<file path="config.mk">
export PLATFORM = sky130hd
export DESIGN_NAME = fsrs_seq
export DESIGN_NICKNAME = d
export VERILOG_FILES = /design/src/fsrs_pkg.sv /design/src/fsrs_fifo_if.sv /design/src/fsrs_fifo.sv /design/src/fsrs_seq.sv /design/src/fsrs_timer.sv
export VERILOG_INCLUDE_DIRS = /design/src /design/src/src
export SDC_FILE = /design/constraint.sdc
export NUM_CORES = 1
export LEC_CHECK = 0
export BUFFER_PORTS_ARGS = -buffer_cell sky130_fd_sc_hd__buf_2
export CORE_UTILIZATION = 47
export DETAILED_ROUTE_END_ITERATION = 8
export GPL_TIMING_DRIVEN = 0
export PLACE_DENSITY = 0.66
export SLEW_MARGIN = 30
export SYNTH_ARGS = -nofsm -noshare
export SYNTH_HDL_FRONTEND = slang
export SYNTH_SLANG_ARGS = --single-unit
</file>
<file path="constraint.sdc">
create_clock -name core_clk_in -period 4.8 [get_ports core_clk_in]
set_clock_uncertainty 0.2 [all_clocks]
set_input_delay 0.72 -clock core_clk_in [delete_from_list [all_inputs] [get_ports core_clk_in]]
set_output_delay 0.72 -clock core_clk_in [all_outputs]
set_load 0.02 [all_outputs]
</file>
<file path="src/fsrs_map.svh">
// Constants of the floppy sector read sequencer
`ifndef FSRS_MAP_SVH
`define FSRS_MAP_SVH
`define FSRS_CMD_LEN     4'h9
`define FSRS_RES_LAST    3'h6
`define FSRS_BIT_MT      7
`define FSRS_BIT_SK      5
`define FSRS_OP_MASK     8'h1F
`define FSRS_OP_RD_DEL   5'h0C
`define FSRS_IC_ABN      2'h1
`define FSRS_SEC_BASE    15'h0080
`define FSRS_SEC_FIRST   8'h01
`define FSRS_CLK_NS      40
`define FSRS_TICK_NS     1000000
`define FSRS_FIFO_DEPTH  8
`define FSRS_ST1_EN      7
`define FSRS_ST1_DE      5
`define FSRS_ST1_OR      4
`define FSRS_ST1_ND      2
`define FSRS_ST2_CM      6
`define FSRS_ST2_DD      5
`endif

</file>
<file path="src/fsrs_pkg.sv">
// Types of the floppy sector read sequencer
package fsrs_pkg;
  typedef enum logic [7:0] {
    fsrs_st_idle   = 8'h01,
    fsrs_st_cmd    = 8'h02,
    fsrs_st_seek   = 8'h04,
    fsrs_st_settle = 8'h08,
    fsrs_st_search = 8'h10,
    fsrs_st_data   = 8'h20,
    fsrs_st_skip   = 8'h40,
    fsrs_st_result = 8'h80
  } fsrs_state_t;
endpackage

</file>
<file path="src/fsrs_fifo_if.sv">
// Byte stream carrier between sequencer and FIFO
`timescale 1ns/1ns
interface fsrs_fifo_if;
  logic       wr_valid;
  logic       wr_ready;
  logic [7:0] wr_data;
  logic       rd_valid;
  logic       rd_ready;
  logic [7:0] rd_data;
  modport fifo (input wr_valid, wr_data, rd_ready,
                output wr_ready, rd_valid, rd_data);
  modport user (output wr_valid, wr_data, rd_ready,
                input wr_ready, rd_valid, rd_data);
endinterface

</file>
<file path="src/fsrs_fifo.sv">
// Flip-flop FIFO for sector data on its way to the host
`timescale 1ns/1ns
module fsrs_fifo #(
  parameter int WIDTH = 8,
  parameter int DEPTH = 8
) (
  // Clock and reset
  input  wire logic core_clk_in,
  input  wire logic arst_n_in,
  // Stream ports
  fsrs_fifo_if.fifo f
);
  localparam int AW = $clog2(DEPTH);
  logic [WIDTH-1:0] mem_r [DEPTH];
  logic [WIDTH-1:0] mem_nxt [DEPTH];
  logic [AW-1:0]    wp_r, wp_nxt, rp_r, rp_nxt;
  logic [AW:0]      cnt_r, cnt_nxt;
  logic             push, pop;

  // Honest flags: full refuses, empty shows nothing
  assign f.wr_ready = (cnt_r != (AW+1)'(DEPTH));
  assign f.rd_valid = (cnt_r != '0);
  assign f.rd_data  = mem_r[rp_r];
  assign push       = f.wr_valid & f.wr_ready;
  assign pop        = f.rd_ready & f.rd_valid;

  // Pointer and storage update
  always_comb begin
    mem_nxt = mem_r;
    wp_nxt  = wp_r;
    rp_nxt  = rp_r;
    if (push) begin
      mem_nxt[wp_r] = f.wr_data;
      wp_nxt        = (wp_r == AW'(DEPTH-1)) ? '0 : wp_r + 1'b1;
    end
    if (pop) begin
      rp_nxt = (rp_r == AW'(DEPTH-1)) ? '0 : rp_r + 1'b1;
    end
    cnt_nxt = cnt_r + (AW+1)'(push) - (AW+1)'(pop);
  end

  always_ff @(posedge core_clk_in or negedge arst_n_in) begin
    if (!arst_n_in) begin
      for (int i = 0; i < DEPTH; i++) mem_r[i] <= '0;
      wp_r  <= '0;
      rp_r  <= '0;
      cnt_r <= '0;
    end else begin
      mem_r <= mem_nxt;
      wp_r  <= wp_nxt;
      rp_r  <= rp_nxt;
      cnt_r <= cnt_nxt;
    end
  end
endmodule // fsrs_fifo

</file>
<file path="src/fsrs_seq.sv">
// Read data sequencer: command, implied seek, settle, search, transfer
//
// Operation
// - Read, write, verify share parameters and results; low 5 bits differ.
// - With implied seek enabled, seek runs inside the transfer command.
// - Drive busy bit stands for the selected drive during the seek.
// - Failed seek reports error in status zero, cylinder of failure.
// - Load head if unloaded, wait settle time, then scan ID fields.
// - Matching ID field: read its data field into the FIFO.
// - After each sector increment sector number and read the next.
// - Terminal count or overrun stops delivery; sector and CRC still end.
// - Sector size is 128 shifted left by the size code.
// - Size code zero: deliver only data length bytes, read whole sector.
// - Nonzero size code: data length byte is ignored.
// - Multi-track continues from side 0 through the last sector on side 1.
// - Result ID bytes follow multi-track bit and last sector number.
// - Head stays loaded for unload time; quick next command skips settle.
// - Two index pulses without the sector: abnormal end, no-data flag.
// - CRC error: abnormal end, data error, ID CRC flag for ID fields.
// - Read data: deleted mark reads and halts, or skips with bypass.
// - Read deleted: same with normal and deleted marks swapped.
`timescale 1ns/1ns
`include "fsrs_map.svh"
module fsrs_seq #(
  parameter int TICK_CYC = `FSRS_TICK_NS / `FSRS_CLK_NS
) (
  // Clock and reset
  input  wire logic       core_clk_in,
  input  wire logic       arst_n_in,
  // Host command and data port
  input  wire logic       cmd_wr_in,
  input  wire logic [7:0] cmd_byte_in,
  input  wire logic       host_rd_in,
  output logic      [7:0] host_data_out,
  output logic            host_rqm_out,
  output logic            cmd_busy_out,
  output logic      [3:0] drive_busy_out,
  // Configuration
  input  wire logic       implied_seek_en_in,
  input  wire logic [7:0] settle_ms_in,
  input  wire logic [7:0] unload_ms_in,
  // Drive pins
  input  wire logic       index_pulse_in,
  input  wire logic       terminal_count_in,
  output logic            head_load_out,
  // Seek engine
  output logic            seek_req_out,
  output logic      [7:0] seek_cyl_out,
  input  wire logic       seek_done_in,
  input  wire logic       seek_fail_in,
  input  wire logic [7:0] seek_cur_cyl_in,
  // Field decoder
  input  wire logic       id_valid_in,
  input  wire logic       id_crc_ok_in,
  input  wire logic [7:0] id_cyl_in,
  input  wire logic [7:0] id_head_in,
  input  wire logic [7:0] id_sec_in,
  input  wire logic [7:0] id_size_in,
  input  wire logic       dam_valid_in,
  input  wire logic       dam_deleted_in,
  input  wire logic       dat_valid_in,
  input  wire logic [7:0] dat_byte_in,
  input  wire logic       dat_end_in,
  input  wire logic       dat_crc_ok_in,
  // Status
  output logic      [7:0] status_reg_zero_out,
  output logic      [7:0] status_reg_one_out,
  output logic      [7:0] status_reg_two_out
);
  fsrs_pkg::fsrs_state_t st_r, st_nxt;
  logic [7:0]  cmd0_r, cmd0_nxt, sel_r, sel_nxt, cyl_r, cyl_nxt;
  logic [7:0]  hd_r, hd_nxt, sec_r, sec_nxt, size_r, size_nxt;
  logic [7:0]  eot_r, eot_nxt, dtl_r, dtl_nxt;
  logic [3:0]  idx_r, idx_nxt;
  logic [2:0]  res_r, res_nxt;
  logic [14:0] bcnt_r, bcnt_nxt, sec_bytes;
  logic [1:0]  ic_r, ic_nxt;
  logic        seek_end_r, seek_end_nxt;
  logic [7:0]  st1_r, st1_nxt, st2_r, st2_nxt;
  logic        found_r, found_nxt, halt_r, halt_nxt, stop_r, stop_nxt;
  logic        idxc_r, idxc_nxt, loaded_r, loaded_nxt;
  logic        mt, sk, want_del, deliver;
  logic        seek_req, settle_go, unload_go;
  logic        settle_done, unload_done;
  logic [14:0] pre_r, pre_nxt;
  logic        tick;
  logic [2:0]  idx_sy_r, tc_sy_r;
  logic        idx_f_r, idx_f_nxt, tc_f_r, tc_f_nxt, idx_edge;
  logic [7:0]  res_byte;
  fsrs_fifo_if ff ();

  // Three-stage synchronisers; filtered level moves once stages 2 and 3 agree
  always_comb begin
    idx_f_nxt = (idx_sy_r[1] == idx_sy_r[2]) ? idx_sy_r[2] : idx_f_r;
    tc_f_nxt  = (tc_sy_r[1] == tc_sy_r[2]) ? tc_sy_r[2] : tc_f_r;
  end
  assign idx_edge = idx_f_nxt & ~idx_f_r;

  // Millisecond prescaler for settle and unload timers
  always_comb begin
    tick    = (pre_r == 15'(TICK_CYC - 1));
    pre_nxt = tick ? 15'h0000 : pre_r + 15'h0001;
  end

  // Command fields
  assign mt        = cmd0_r[`FSRS_BIT_MT];
  assign sk        = cmd0_r[`FSRS_BIT_SK];
  assign want_del  = ((cmd0_r & `FSRS_OP_MASK) ==
                      {3'h0, `FSRS_OP_RD_DEL});
  assign sec_bytes = `FSRS_SEC_BASE << size_r[2:0];

  // Head timers: settle after loading, unload after the command ends
  fsrs_timer u_settle (
    .core_clk_in (core_clk_in),
    .arst_n_in   (arst_n_in),
    .tick_in     (tick),
    .start_in    (settle_go),
    .cancel_in   (1'b0),
    .load_in     (settle_ms_in),
    .busy_out    (),
    .done_out    (settle_done)
  );
  fsrs_timer u_unload (
    .core_clk_in (core_clk_in),
    .arst_n_in   (arst_n_in),
    .tick_in     (tick),
    .start_in    (unload_go),
    .cancel_in   (st_r == fsrs_pkg::fsrs_st_cmd),
    .load_in     (unload_ms_in),
    .busy_out    (),
    .done_out    (unload_done)
  );

  // Sector data queue; a full queue while delivering counts as overrun
  fsrs_fifo #(.WIDTH(8), .DEPTH(`FSRS_FIFO_DEPTH)) u_fifo (
    .core_clk_in (core_clk_in),
    .arst_n_in   (arst_n_in),
    .f           (ff.fifo)
  );
  assign ff.wr_data  = dat_byte_in;
  assign ff.rd_ready = host_rd_in;

  // Sequencer next state
  always_comb begin
    st_nxt = st_r;       cmd0_nxt = cmd0_r;  sel_nxt = sel_r;
    cyl_nxt = cyl_r;     hd_nxt = hd_r;      sec_nxt = sec_r;
    size_nxt = size_r;   eot_nxt = eot_r;    dtl_nxt = dtl_r;
    idx_nxt = idx_r;     res_nxt = res_r;    bcnt_nxt = bcnt_r;
    ic_nxt = ic_r;       seek_end_nxt = seek_end_r;
    st1_nxt = st1_r;     st2_nxt = st2_r;    found_nxt = found_r;
    halt_nxt = halt_r;   stop_nxt = stop_r;  idxc_nxt = idxc_r;
    loaded_nxt = loaded_r;
    seek_req = 1'b0;     settle_go = 1'b0;   unload_go = 1'b0;
    ff.wr_valid = 1'b0;
    deliver = 1'b0;
    if (unload_done) loaded_nxt = 1'b0;
    case (st_r)
      fsrs_pkg::fsrs_st_idle: begin
        if (cmd_wr_in) begin
          cmd0_nxt = cmd_byte_in;
          idx_nxt  = 4'h1;
          st_nxt   = fsrs_pkg::fsrs_st_cmd;
        end
      end
      fsrs_pkg::fsrs_st_cmd: begin
        if (cmd_wr_in) begin
          case (idx_r)
            4'h1: sel_nxt  = cmd_byte_in;
            4'h2: cyl_nxt  = cmd_byte_in;
            4'h3: hd_nxt   = cmd_byte_in;
            4'h4: sec_nxt  = cmd_byte_in;
            4'h5: size_nxt = cmd_byte_in;
            4'h6: eot_nxt  = cmd_byte_in;
            4'h8: dtl_nxt  = cmd_byte_in;
            default: ;
          endcase
          idx_nxt = idx_r + 4'h1;
          if (idx_r == `FSRS_CMD_LEN - 4'h1) begin
            ic_nxt = 2'h0;  seek_end_nxt = 1'b0;
            st1_nxt = 8'h00; st2_nxt = 8'h00;
            stop_nxt = 1'b0; halt_nxt = 1'b0; found_nxt = 1'b0;
            idxc_nxt = 1'b0;
            if (implied_seek_en_in && cyl_r != seek_cur_cyl_in) begin
              seek_req = 1'b1;
              st_nxt   = fsrs_pkg::fsrs_st_seek;
            end else if (loaded_r && !unload_done) begin
              st_nxt = fsrs_pkg::fsrs_st_search;
            end else begin
              loaded_nxt = 1'b1;
              settle_go  = 1'b1;
              st_nxt     = fsrs_pkg::fsrs_st_settle;
            end
          end
        end
      end
      fsrs_pkg::fsrs_st_seek: begin
        if (seek_done_in) begin
          if (seek_fail_in) begin
            ic_nxt       = `FSRS_IC_ABN;
            seek_end_nxt = 1'b1;
            cyl_nxt      = seek_cur_cyl_in;
            st_nxt       = fsrs_pkg::fsrs_st_result;
            res_nxt      = 3'h0;
          end else if (loaded_r) begin
            st_nxt = fsrs_pkg::fsrs_st_search;
          end else begin
            loaded_nxt = 1'b1;
            settle_go  = 1'b1;
            st_nxt     = fsrs_pkg::fsrs_st_settle;
          end
        end
      end
      fsrs_pkg::fsrs_st_settle: begin
        if (settle_done) st_nxt = fsrs_pkg::fsrs_st_search;
      end
      fsrs_pkg::fsrs_st_search: begin
        if (idx_edge) begin
          idxc_nxt = 1'b1;
          if (idxc_r) begin
            ic_nxt = `FSRS_IC_ABN;
            st1_nxt[`FSRS_ST1_ND] = 1'b1;
            st_nxt = fsrs_pkg::fsrs_st_result;
          end
        end
        if (id_valid_in && st_nxt == fsrs_pkg::fsrs_st_search) begin
          found_nxt = 1'b0;
          if (!id_crc_ok_in) begin
            ic_nxt = `FSRS_IC_ABN;
            st1_nxt[`FSRS_ST1_DE] = 1'b1;
            st2_nxt[`FSRS_ST2_DD] = 1'b1;
            st_nxt = fsrs_pkg::fsrs_st_result;
          end else if (id_cyl_in == cyl_r && id_head_in == hd_r &&
                       id_sec_in == sec_r && id_size_in == size_r) begin
            found_nxt = 1'b1;
          end
        end
        if (dam_valid_in && found_r) begin
          found_nxt = 1'b0;
          bcnt_nxt  = 15'h0000;
          idxc_nxt  = 1'b0;
          if (dam_deleted_in != want_del) begin
            st2_nxt[`FSRS_ST2_CM] = 1'b1;
            if (sk) begin
              st_nxt = fsrs_pkg::fsrs_st_skip;
            end else begin
              halt_nxt = 1'b1;
              st_nxt   = fsrs_pkg::fsrs_st_data;
            end
          end else begin
            st_nxt = fsrs_pkg::fsrs_st_data;
          end
        end
        if (st_nxt == fsrs_pkg::fsrs_st_result) res_nxt = 3'h0;
      end
      fsrs_pkg::fsrs_st_data, fsrs_pkg::fsrs_st_skip: begin
        if (tc_f_r && st_r == fsrs_pkg::fsrs_st_data) stop_nxt = 1'b1;
        if (dat_valid_in && st_r == fsrs_pkg::fsrs_st_data) begin
          deliver = !stop_r && !tc_f_r &&
                    (size_r != 8'h00 ||
                     bcnt_r < {7'h00, dtl_r});
          if (deliver) begin
            if (ff.wr_ready) begin
              ff.wr_valid = 1'b1;
            end else begin
              stop_nxt = 1'b1;
              st1_nxt[`FSRS_ST1_OR] = 1'b1;
            end
          end
          if (bcnt_r != sec_bytes) bcnt_nxt = bcnt_r + 15'h0001;
        end
        if (dat_end_in) begin
          res_nxt = 3'h0;
          st_nxt  = fsrs_pkg::fsrs_st_result;
          if (!dat_crc_ok_in && st_r == fsrs_pkg::fsrs_st_data) begin
            ic_nxt = `FSRS_IC_ABN;
            st1_nxt[`FSRS_ST1_DE] = 1'b1;
          end else if (!halt_r) begin
            if (sec_r == eot_r) begin
              sec_nxt = `FSRS_SEC_FIRST;
              if (mt) hd_nxt = {hd_r[7:1], ~hd_r[0]};
              if (mt && !hd_r[0]) begin
                if (!stop_nxt) st_nxt = fsrs_pkg::fsrs_st_search;
              end else begin
                cyl_nxt = cyl_r + 8'h01;
                if (!stop_nxt) begin
                  ic_nxt = `FSRS_IC_ABN;
                  st1_nxt[`FSRS_ST1_EN] = 1'b1;
                end
              end
            end else begin
              sec_nxt = sec_r + 8'h01;
              if (!stop_nxt) st_nxt = fsrs_pkg::fsrs_st_search;
            end
          end
        end
      end
      fsrs_pkg::fsrs_st_result: begin
        if (host_rd_in && !ff.rd_valid) begin
          res_nxt = res_r + 3'h1;
          if (res_r == `FSRS_RES_LAST) st_nxt = fsrs_pkg::fsrs_st_idle;
        end
      end
      default: st_nxt = fsrs_pkg::fsrs_st_idle;
    endcase
    if (st_nxt == fsrs_pkg::fsrs_st_result &&
        st_r != fsrs_pkg::fsrs_st_result && loaded_nxt)
      unload_go = 1'b1;
  end

  always_ff @(posedge core_clk_in or negedge arst_n_in) begin
    if (!arst_n_in) begin
      st_r <= fsrs_pkg::fsrs_st_idle;
      cmd0_r <= 8'h00;  sel_r <= 8'h00;  cyl_r <= 8'h00;
      hd_r <= 8'h00;    sec_r <= 8'h00;  size_r <= 8'h00;
      eot_r <= 8'h00;   dtl_r <= 8'h00;  idx_r <= 4'h0;
      res_r <= 3'h0;    bcnt_r <= 15'h0000;
      ic_r <= 2'h0;     seek_end_r <= 1'b0;
      st1_r <= 8'h00;   st2_r <= 8'h00;
      found_r <= 1'b0;  halt_r <= 1'b0;  stop_r <= 1'b0;
      idxc_r <= 1'b0;   loaded_r <= 1'b0;
      pre_r <= 15'h0000;
      idx_sy_r <= 3'h0; tc_sy_r <= 3'h0;
      idx_f_r <= 1'b0;  tc_f_r <= 1'b0;
    end else begin
      st_r <= st_nxt;
      cmd0_r <= cmd0_nxt; sel_r <= sel_nxt;  cyl_r <= cyl_nxt;
      hd_r <= hd_nxt;     sec_r <= sec_nxt;  size_r <= size_nxt;
      eot_r <= eot_nxt;   dtl_r <= dtl_nxt;  idx_r <= idx_nxt;
      res_r <= res_nxt;   bcnt_r <= bcnt_nxt;
      ic_r <= ic_nxt;     seek_end_r <= seek_end_nxt;
      st1_r <= st1_nxt;   st2_r <= st2_nxt;
      found_r <= found_nxt; halt_r <= halt_nxt; stop_r <= stop_nxt;
      idxc_r <= idxc_nxt; loaded_r <= loaded_nxt;
      pre_r <= pre_nxt;
      idx_sy_r <= {idx_sy_r[1:0], index_pulse_in};
      tc_sy_r  <= {tc_sy_r[1:0], terminal_count_in};
      idx_f_r  <= idx_f_nxt;
      tc_f_r   <= tc_f_nxt;
    end
  end

  // Result byte selection: status zero, one, two, then C, H, R, N
  always_comb begin
    case (res_r)
      3'h0: res_byte = status_reg_zero_out;
      3'h1: res_byte = st1_r;
      3'h2: res_byte = st2_r;
      3'h3: res_byte = cyl_r;
      3'h4: res_byte = hd_r;
      3'h5: res_byte = sec_r;
      default: res_byte = size_r;
    endcase
  end

  // Queued data drains before the result bytes so nothing is stranded
  assign host_data_out  = ff.rd_valid ? ff.rd_data : res_byte;
  assign host_rqm_out   = ff.rd_valid ||
                          (st_r == fsrs_pkg::fsrs_st_result);
  assign cmd_busy_out   = (st_r != fsrs_pkg::fsrs_st_idle);
  assign drive_busy_out = (st_r == fsrs_pkg::fsrs_st_seek) ?
                          (4'h1 << sel_r[1:0]) : 4'h0;
  assign head_load_out  = loaded_r;
  assign seek_req_out   = seek_req;
  assign seek_cyl_out   = cyl_r;
  assign status_reg_zero_out = {ic_r, seek_end_r, 2'h0, hd_r[0],
                                sel_r[1:0]};
  assign status_reg_one_out  = st1_r;
  assign status_reg_two_out  = st2_r;
endmodule // fsrs_seq

</file>
<file path="src/fsrs_timer.sv">
// Millisecond down-counter for head settle and unload intervals
`timescale 1ns/1ns
module fsrs_timer (
  // Clock and reset
  input  wire logic       core_clk_in,
  input  wire logic       arst_n_in,
  // Control
  input  wire logic       tick_in,
  input  wire logic       start_in,
  input  wire logic       cancel_in,
  input  wire logic [7:0] load_in,
  // Status
  output logic            busy_out,
  output logic            done_out
);
  logic [7:0] cnt_r, cnt_nxt;
  logic       busy_r, busy_nxt, done_r, done_nxt;

  // Count ticks; a load of zero expires on the next cycle
  always_comb begin
    cnt_nxt  = cnt_r;
    busy_nxt = busy_r;
    done_nxt = 1'b0;
    if (start_in) begin
      cnt_nxt  = load_in;
      busy_nxt = 1'b1;
    end else if (cancel_in) begin
      busy_nxt = 1'b0;
    end else if (busy_r) begin
      if (cnt_r == 8'h00) begin
        busy_nxt = 1'b0;
        done_nxt = 1'b1;
      end else if (tick_in) begin
        cnt_nxt = cnt_r - 8'h01;
      end
    end
  end

  always_ff @(posedge core_clk_in or negedge arst_n_in) begin
    if (!arst_n_in) begin
      cnt_r  <= 8'h00;
      busy_r <= 1'b0;
      done_r <= 1'b0;
    end else begin
      cnt_r  <= cnt_nxt;
      busy_r <= busy_nxt;
      done_r <= done_nxt;
    end
  end

  assign busy_out = busy_r;
  assign done_out = done_r;
endmodule // fsrs_timer

</file>
==> results of run 1 <==
## final cells by class
type	instances	share of cell area, %
Buffer	72	2.37
Clock buffer	34	4.93
Clock inverter	11	1.14
Inverter	41	1.10
Multi-Input combinational cell	826	43.5
Sequential cell	218	39.0
Tap cell	330	2.95
Timing Repair Buffer	126	4.94
## metal layers
layer | global-route usage [%] | vias to the layer above | routed length, µm
met3 | 3.44 | 66 | 1850
met5 | 0 | - | 13
met2 | 41.3 | 311 | 15100
met1 | 33.7 | 4654 | 13900
li1 | - | 4416 | -
met4 | 8.96 | 2 | 1130
## cells in the final DEF, fill, tap and decap left out, types with 5 or more instances in the layout
| cell type | count |
|---|---|
| dfrtp_1 | 217 |
| buf_2 | 123 |
| mux2_2 | 110 |
| nor2_1 | 85 |
| nand2_1 | 79 |
| o21ai_0 | 65 |
| clkbuf_1 | 61 |
| xor2_1 | 52 |
| xnor2_1 | 45 |
| nand3_1 | 43 |
| inv_1 | 41 |
| a21oi_1 | 38 |
| ha_1 | 33 |
| clkbuf_16 | 25 |
| nor2b_1 | 24 |
| nor4_1 | 20 |
| and3_1 | 18 |
| nor3_1 | 18 |
| nand4_1 | 16 |
| mux4_2 | 16 |
| buf_4 | 14 |
| conb_1 | 12 |
| a211oi_1 | 11 |
| a221oi_1 | 11 |
| nand2b_1 | 10 |
| o31ai_1 | 8 |
| or3_1 | 6 |
| a21o_1 | 6 |
| a22oi_1 | 6 |
| a31oi_1 | 6 |
| clkinv_2 | 6 |
| or4_1 | 5 |
| a22o_1 | 5 |
| nor3b_1 | 5 |
## kinds of logic after synthesis
logic type               count (synthesis)  share of synthesized area, %
AND/OR/NAND/NOR                        362                          15.6
other                                    1                        0.0313
buffers and inverters                  113                          4.06
adder cells (fa/ha/maj)                 36                          3.78
AO/OA/AOI/OAI                          189                          10.1
flip-flops                             218                          45.6
XOR/XNOR                                97                          7.10
multiplexers                           130                          13.7
## metrics by stage
stage | instance area [µm²] | std cells | total power [µW] | TNS (ns)
after global placement | 13000 | 1610 | 3610 | -229.48
after global routing | 14000 | 1658 | 5880 | 0
after detailed placement | 13100 | 1612 | 3650 | 0
after floorplan | 12000 | 1157 | 3130 | 0
after CTS | 14000 | 1658 | 5630 | 0
final | 14000 | 1658 | 5590 | 0
## worst min-delay path by stage
stage	startpoint	end	slack, ns	cells past startpoint
CTS	index_pulse_in	idx_sy_r[0]$_DFF_PN0_	0.09	1
finish	index_pulse_in	idx_sy_r[0]$_DFF_PN0_	0.11	1
detailed placement	tc_sy_r[0]$_DFF_PN0_	tc_sy_r[1]$_DFF_PN0_	0.14	0
global placement	tc_sy_r[0]$_DFF_PN0_	tc_sy_r[1]$_DFF_PN0_	0.14	0
floorplan	idx_sy_r[0]$_DFF_PN0_	idx_sy_r[1]$_DFF_PN0_	0.13	0
global route	index_pulse_in	idx_sy_r[0]$_DFF_PN0_	0.09	1
## state kept, by name, indices dropped and copies added, names as in the netlist, 3 cells and up
name and count:
bcnt_r 15, cmd0_r 7, dtl_r 8, eot_r 8
hd_r 8, idx_r 4, idx_sy_r 3, pre_r 15
res_r 3, sec_r 8, seek_cyl_out 8, size_r 8
st_r 8, status_reg_one_out 4, tc_sy_r 3, u_fifo.cnt_r 4
u_fifo.mem_r 64, u_fifo.rp_r 3, u_fifo.wp_r 3, u_settle.cnt_r 8
u_unload.cnt_r 8
## timing repair
action,4_1_cts,5_1_grt
resized for setup,0,0
hold buffers,1,0
setup buffers,0,0
endpoints found under the hold margin,54,0
## power breakdown
part           total [µW]  switching [µW]  internal [µW]  leakage [µW]
logic                1380             831            553       0.00333
clock network        1970             755           1220      0.000421
registers            2240             215           2020       0.00284
==> results_dict.tcl, run 1 <==
set metrics [dict create \
    outcome "complete, no violations" \
    synthesis.area_per_instance_um2 10.4 \
    crit_fanout 10 \
    cts_tree "yes" \
    crit_path_start "res_r[2]$_DFFE_PN0P_" \
    grt.total_usage_pct 25.0 \
    slowest_stage "nor4_2" \
    vdd_drop_max_uv 302 \
    cp_common_cell "clkbuf_1" \
    critical_path_buf_inv_count 4 \
    cts_max_level 1 \
    timing.final.crit_share_pct 92.2 \
    dpl.hpwl_um 23400 \
    ant_nets 0 \
    synth_ff_type "dfrtp_1" \
    grt_pass1_wl_um 51000 \
    synth_top_cell_by_area "dfrtp_1" \
    endpoint_kind "output port" \
    ys_seq_area_share_pct 45.6 \
    max_cap_violations 0 \
    synth-seq-cells 218 \
    fill_cells 2214 \
    slew_viol_final 0 \
    synth_area_leaders "dfrtp_1 (45%), mux2_2 (10%), xor2_1 (3.8%), ha_1 (3.4%), xnor2_1 (3.3%)" \
    drive_gt1_share_pct 24.2 \
    ios 136 \
    grt_max_degree 84 \
    placementRows 58 \
    die_height_um 162 \
    async_flop_share_pct 100 \
    grt_pass1_vias 9185 \
    reg2reg_to "u_unload.cnt_r[7]$_DFFE_PN0P_" \
    cts-buffers-inserted 25 \
    clock-sinks 218 \
    via_per_inst 5.70 \
    wl_um 32000 \
    clkTransAtPathRegs_ns 0.06 \
    synth_common_cells "dfrtp_1 (217), mux2_2 (110), nor2_1 (85)" \
    leakage_uw 0.00659 \
    grt-ovfl-total 0 \
    area_delta_synth_final_pct 16.8 \
    hold_violations 0 \
    clk_latency_ns 0.52 \
    setup_ws_ns 0.375 \
    start_util_pct 47.7 \
    synth.most_common_cell "dfrtp_1" \
    cts.root.buffer_cell "clkbuf_16" \
    r2r_setup_slack_ns 0.84 \
    maxSlewHeadroom_pct 34.1 \
    netlist_instances 1146 \
    nNetsFinal 1432 \
    port-buffer-count 123 \
    critPathMaxStageDelay_ns 0.70 \
    netlist_area_um2 12000 \
    drcViolationCount 0 \
    cp.arrival_ns 3.50 \
    finalCriticalPeriod_ns 4.42 \
    cts_buffer_depth 3 \
    critPathTopFamily "buffers and inverters" \
    drtIter0Drc 776 \
    antenna_found_initial 1 \
    r2r-start "st_r[4]$_DFF_PN0_" \
    endpoint "host_data_out[3]" \
    reg2reg_depth 9 \
    cp.required_ns 3.88 \
    path_cells "clkbuf_1, inv_1, ha_1, clkbuf_1, nor4_2, a222oi_1, a21oi_1, buf_2" \
    dieWidth_um 162 \
    hold_ws_ns 0.111 \
    synth_edf_count 0 \
    fmax_mhz 226 \
    hp-class "input pin to flip-flop" \
    antenna_cells 0 \
    ys.warnings.count 0 \
    seq_area_um2 5460 \
    gp_congestion 0.968 \
    tightest_slew_ns 0.979 \
    report.final.setup_viol 0 \
    synth_top_area_share_pct 45.4 \
    firstDrtPassIters 5 \
    fin_util_pct 55.7 \
    synth_cell_type_count 70 \
    dpl_worst_slack_ns 0.923 \
    multiInputGateArea_um2 6090 \
    dieArea_um2 26100 \
    worstSetupPathType "flip-flop to output port" \
    start_kind "flip-flop" \
    core-area_um2 25100 \
    worstSetupPathDepth 8 \
    wl_per_cell_um 19.3 \
    rsz0062_at_grt "no" \
    via_count 9449 \
    power_density_nw_per_um2 400 \
]
(Power assumes the default switching activity.)
==> run 2, diff against run 1 <==
--- a/config.mk
+++ b/config.mk
@@ -8,8 +8,9 @@
 export LEC_CHECK = 0
 export BUFFER_PORTS_ARGS = -buffer_cell sky130_fd_sc_hd__buf_2
 export CORE_UTILIZATION = 47
+export CTS_BUF_LIST = sky130_fd_sc_hd__clkbuf_4 sky130_fd_sc_hd__clkbuf_8
 export DETAILED_ROUTE_END_ITERATION = 8
-export GPL_TIMING_DRIVEN = 0
+export MAX_ROUTING_LAYER = met4
 export PLACE_DENSITY = 0.66
 export SLEW_MARGIN = 30
 export SYNTH_ARGS = -nofsm -noshare
==> run 2 against run 1 <==
Effect of this change:
- largest cell class unchanged
- sequential cell count is the same
- clock power shrank 9%
- critical path type unchanged
- cell area shrank 2.1%
- hold slack gained 0.0036 ns
==> results_dict.tcl, run 2 (same netlist as run 1, synthesis figures left out) <==
set metrics [dict create \
    drcViolationCount 0 \
    hold_ws_ns 0.115 \
    die_height_um 162 \
    crit_fanout 14 \
    slew_viol_final 0 \
    max_cap_violations 0 \
    p_int_uw 3570 \
    placementRows 58 \
    power.switching_uw 1840 \
    ios 136 \
    switching_share_pct 34.0 \
    fmax_mhz 257 \
    rsz0062_at_grt "no" \
    drive_gt1_share_pct 26.8 \
    largest-register "u_fifo.mem_r" \
    grt_pass1_wl_um 50400 \
    cp.arrival_ns 2.97 \
    finalCriticalPeriod_ns 3.89 \
    dpl_worst_slack_ns 1.22 \
    power_density_nw_per_um2 395 \
    endpoint_kind "output port" \
    grt.total_usage_pct 25.8 \
    report.final.setup_viol 0 \
    outcome "complete, no violations" \
    area_delta_synth_final_pct 14.4 \
    mostFrequentLayoutCells "dfrtp_1 (217), buf_2 (122), mux2_2 (110), nor2_1 (85), nand2_1 (79)" \
    hp-class "input pin to flip-flop" \
    antenna_found_initial 1 \
    clockPowerShare_pct 33.2 \
    pwr-share-comb_pct 21.4 \
    drtIter0Drc 749 \
    gp_congestion 0.968 \
    worstSetupPathType "flip-flop to output port" \
    leakage_uw 0.00650 \
    cts_tree "yes" \
    r2r_setup_slack_ns 1.31 \
    reg2reg_to "u_unload.cnt_r[3]$_DFFE_PN0P_" \
    reg2reg_depth 7 \
    cts-buffers-inserted 39 \
    clkTransAtPathRegs_ns 0.06 \
    clock-sinks 218 \
    fin_util_pct 54.5 \
    cts-resized-gates 0 \
    wl_per_cell_um 19.9 \
    tightest_slew_ns 0.894 \
    ctsHoldBuffers 0 \
    vdd_drop_max_uv 291 \
    dieArea_um2 26100 \
    cts.root.buffer_cell "clkbuf_8" \
    cp.required_ns 3.88 \
    cts_max_level 2 \
    grt_max_degree 126 \
    port-buffer-count 123 \
    setup_ws_ns 0.905 \
    timing.final.crit_share_pct 81.1 \
    total_power_uw 5410 \
    start_kind "flip-flop" \
    largest_reg_flops 64 \
    hp-start "terminal_count_in" \
    dieWidth_um 162 \
    postCtsSetupBuffers 0 \
    firstDrtPassIters 5 \
    nNetsFinal 1383 \
    clk_latency_ns 0.54 \
    setup_tns_ns 0 \
    hold_depth 1 \
    ant_nets 0 \
    hold_violations 0 \
    core-area_um2 25100 \
    start_util_pct 47.7 \
    grt_pass1_vias 8968 \
    final_common_cell "dfrtp_1" \
    via_count 9389 \
    dpl.hpwl_um 23000 \
    pwr-share-seq_pct 45.4 \
    via_per_inst 5.80 \
    wl_um 32200 \
    holdPathEnd "tc_sy_r[0]$_DFF_PN0_" \
    cts_buffer_depth 3 \
    r2r-start "st_r[4]$_DFF_PN0_" \
    top_regs "u_fifo.mem_r: 64 flops, bcnt_r: 15 flops, pre_r: 15 flops" \
    maxSlewHeadroom_pct 40.2 \
    grt-ovfl-total 0 \
]
==> run 2: cell types whose count changed in the layout (fill, tap and decap cells not counted), moves of 2 or more <==
cell / before / now
buf_12: 0 / 2
bufinv_16: 4 / 0
clkbuf_8: 3 / 50
clkbuf_4: 0 / 12
buf_4: 14 / 8
clkbuf_1: 61 / 0
clkbuf_16: 25 / 0
==> run 2: critical path, cell delays in order (launching register included) <==
cell	delay, ns
dfrtp_1	0.84
buf_4	0.31
mux4_2	0.50
nor2b_1	0.14
a211oi_1	0.41
a21oi_1	0.07
buf_2	0.18
==> run 2: worst max-delay path by stage <==
| stage | startpoint | slack (ns) | to | cells past startpoint |
|---|---|---|---|---|
| 6_report | u_fifo.rp_r[0]$_DFFE_PN0P_ | 0.91 | host_data_out[4] | 6 |
| 5_1_grt | res_r[2]$_DFFE_PN0P_ | 0.68 | host_data_out[3] | 6 |
| 4_1_cts | res_r[2]$_DFFE_PN0P_ | 0.62 | host_data_out[3] | 6 |
| 3_5_place_dp | res_r[2]$_DFFE_PN0P_ | 1.22 | host_data_out[3] | 6 |
| 3_3_place_gp | res_r[2]$_DFFE_PN0P_ | 1.32 | host_data_out[3] | 6 |
| 2_1_floorplan | res_r[2]$_DFFE_PN0P_ | 1.33 | host_data_out[3] | 7 |
==> run 2: layout make-up <==
cell class / instances / area (µm²)
Fill cell: 2269 / 11400
Tap cell: 330 / 413
Sequential cell: 218 / 5460
Multi-Input combinational cell: 826 / 6090
Timing Repair Buffer: 135 / 763
Antenna cell: 1 / 2.50
Clock buffer: 62 / 778
Inverter: 41 / 154
Clock inverter: 7 / 41.3
==> run 2: through the flow <==
| step | cell area [µm²] | std cells |
|---|---|---|
| floorplan | 12000 | 1157 |
| global placement | 12800 | 1548 |
| detailed placement | 12800 | 1548 |
| CTS | 13600 | 1617 |
| global route | 13700 | 1620 |
| finish | 13700 | 1620 |
==> run 2: power by group through the flow <==
stage	combinational, µW	clock [µW]	sequential, µW
final	1160	1800	2460
after detailed placement	1150	0	2490
after floorplan	897	0	2240
after global routing	1280	1930	2480
after global placement	1130	0	2490
after CTS	1160	1850	2450
==> run 2: routing by layer <==
metal / global-route usage (%) / wire length, µm / up-vias
met2: 40.3 / 14800 / 371
met5: - / 0 / -
li1: - / - / 4322
met3: 3.70 / 2120 / 84
met4: 11.0 / 1380 / 0
met1: 33.5 / 13900 / 4612
==> run 3, diff against run 2 <==
==> constraint.sdc (replaced) <==
create_clock -name core_clk_in -period 4 [get_ports core_clk_in]
set_clock_uncertainty 0.2 [all_clocks]
set_input_delay 0.6 -clock core_clk_in [delete_from_list [all_inputs] [get_ports core_clk_in]]
set_output_delay 0.6 -clock core_clk_in [all_outputs]
set_load 0.02 [all_outputs]
==> run 3 against run 2 <==
Effect of this change:
- the flow now finishes with violations (design-rule violations)
- cell area rose by 0.94%
- worst setup slack got worse by 0.67 ns
- critical path depth is 1 higher
- global-route usage fell by 0.32 points
- count of clock-buffer cells in the layout down 2
- wire length decreased by 1.3%
- largest cell class unchanged
- largest power group unchanged
==> results_dict.tcl, run 3 (same netlist as run 1, synthesis figures left out) <==
set metrics [dict create \
    via_per_inst 5.71 \
    start_kind "flip-flop" \
    max_cap_violations 0 \
    drtIter0Drc 645 \
    violations "design-rule violations" \
    antenna_found_initial 1 \
    top_regs "u_fifo.mem_r: 64 flops, bcnt_r: 15 flops, pre_r: 15 flops" \
    port-buffer-count 123 \
    fin_util_pct 55.1 \
    outcome "finished with violations" \
    finalCriticalPeriod_ns 3.77 \
    cp.arrival_ns 2.97 \
    die_height_um 162 \
    timing.final.crit_share_pct 94.2 \
    total_power_uw 6700 \
    postPlaceCellArea_um2 12900 \
    cts_max_level 2 \
    grt_pass1_vias 8964 \
    largest_reg_flops 64 \
    hp-class "input pin to flip-flop" \
    vdd_drop_max_uv 291 \
    report.final.setup_viol 0 \
    dieWidth_um 162 \
    start_util_pct 47.7 \
    wl_um 31800 \
    power_density_nw_per_um2 484 \
    postCtsSetupBuffers 0 \
    largest-register "u_fifo.mem_r" \
    rsz0062_at_grt "no" \
    slew_viol_final 0 \
    cts_buffer_depth 3 \
    clock-sinks 218 \
    worstSetupPathType "flip-flop to output port" \
    maxSlewHeadroom_pct 40.6 \
    via_count 9311 \
    fill_cells 2261 \
    wl_per_cell_um 19.5 \
    ios 136 \
    cp.required_ns 3.20 \
    reg2reg_to "size_r[6]$_DFFE_PN0P_" \
    reg2reg_depth 5 \
    mostFrequentLayoutCells "dfrtp_1 (217), buf_2 (122), mux2_2 (110), nor2_1 (85), nand2_1 (79)" \
    critPathMaxStageDelay_ns 0.61 \
    tightest_slew_ns 0.882 \
    core-area_um2 25100 \
    path_cells "inv_1, ha_1, nor4_1, buf_4, a222oi_1, a21oi_1, buf_2" \
    r2r-start "st_r[4]$_DFF_PN0_" \
    crit_path_start "res_r[2]$_DFFE_PN0P_" \
    pwr-share-seq_pct 42.3 \
    clk_latency_ns 0.56 \
    clkTransAtPathRegs_ns 0.07 \
    ant_nets 0 \
    grt.total_usage_pct 25.4 \
    cts-buffers-inserted 38 \
    drcViolationCount 1 \
    drive_gt1_share_pct 27.2 \
    placementRows 58 \
    dpl.hpwl_um 22900 \
    area_delta_synth_final_pct 15.5 \
    crit_fanout 14 \
    grt_pass1_wl_um 49900 \
    dieArea_um2 26100 \
    cts_tree "yes" \
    endpoint_kind "output port" \
    pwr-share-comb_pct 22.4 \
    power.switching_uw 2220 \
    grt_max_degree 114 \
    postLayoutCellArea_um2 13800 \
    grt-ovfl-total 0 \
    final_common_cell "dfrtp_1" \
    nNetsFinal 1393 \
    firstDrtPassIters 7 \
    fmax_mhz 265 \
    clockPowerShare_pct 35.3 \
    hold_violations 0 \
    gp_congestion 0.955 \
    switching_share_pct 33.2 \
    p_int_uw 4480 \
    setup_tns_ns 0 \
    cts.root.buffer_cell "clkbuf_8" \
    r2r_setup_slack_ns 0.70 \
    endpoint "host_data_out[3]" \
    leakage_uw 0.00658 \
    slowest_stage "a222oi_1" \
]
run 3: cell types whose count changed in the layout (fill, tap and decap cells not counted), sizes merged:
cell / before / now
clkinvlp: 1 / 0
clkbuf: 62 / 60
dlygate4sd3: 1 / 3
clkinv: 5 / 4
bufinv: 0 / 3
inv: 42 / 43
buf: 134 / 143
run 3: area by class of cell:
type,instances,area [µm²],share of cell area [%]
Multi-Input combinational cell,826,6080,44.0
Sequential cell,218,5460,39.5
Timing Repair Buffer,146,818,5.92
Clock buffer,60,751,5.43
Tap cell,330,413,2.99
Inverter,41,154,1.11
Clock inverter,9,149,1.08
Antenna cell,1,2.50,0.0181
run 3: per-stage QoR:
step,setup WS [ns],std cells,hold WS (ns)
after global routing,0.122,1631,0.0552
after floorplan,0.651,1157,0.104
final,0.232,1631,0.0655
after CTS,0.322,1630,0.0444
after detailed placement,0.718,1558,0.136
after global placement,0.789,1558,0.132
run 3: worst min path at each step:
| stage | start | endpoint | slack [ns] | cells past startpoint |
|---|---|---|---|---|
| after global placement | tc_sy_r[0]$_DFF_PN0_ | tc_sy_r[1]$_DFF_PN0_ | 0.13 | 0 |
| after CTS | settle_ms_in[2] | u_settle.cnt_r[2]$_DFFE_PN0P_ | 0.04 | 3 |
| after detailed placement | idx_sy_r[0]$_DFF_PN0_ | idx_sy_r[1]$_DFF_PN0_ | 0.14 | 0 |
| after floorplan | arst_n_in | bcnt_r[0]$_DFFE_PN0P_ | 0.10 | 0 |
| final | settle_ms_in[2] | u_settle.cnt_r[2]$_DFFE_PN0P_ | 0.07 | 3 |
| after global routing | settle_ms_in[0] | u_settle.cnt_r[0]$_DFFE_PN0P_ | 0.06 | 3 |
run 3: worst max-delay path, delay by kind of cell, from the launching register on:
family          cells  cell delay (ns)
compound gates      2             0.78
simple gates        1             0.10
buf+inv             3             0.59
flops               1             0.55
fa+ha+maj           1             0.39
run 3: power by group through the flow:
stage	Sequential [µW]	Clock (µW)	Combinational (µW)
2_1_floorplan	2680	0	1080
3_3_place_gp	2860	0	1480
3_5_place_dp	2860	0	1500
4_1_cts	2820	2420	1510
5_1_grt	2860	2520	1660
6_report	2830	2370	1500
run 3: what timing repair did:
action                                 4_1_cts  5_1_grt
resized for setup                            0        0
hold buffers                                 3        0
endpoints found under the hold margin      111        0
run 3: per-layer routing:
metal | wire, µm | track usage (%) | part of all wire (%)
met5 | 0 | - | 0
met4 | 1080 | 10.2 | 3.4
met3 | 1910 | 4.29 | 6.0
met2 | 15300 | 41.2 | 48
met1 | 13600 | 31.7 | 43
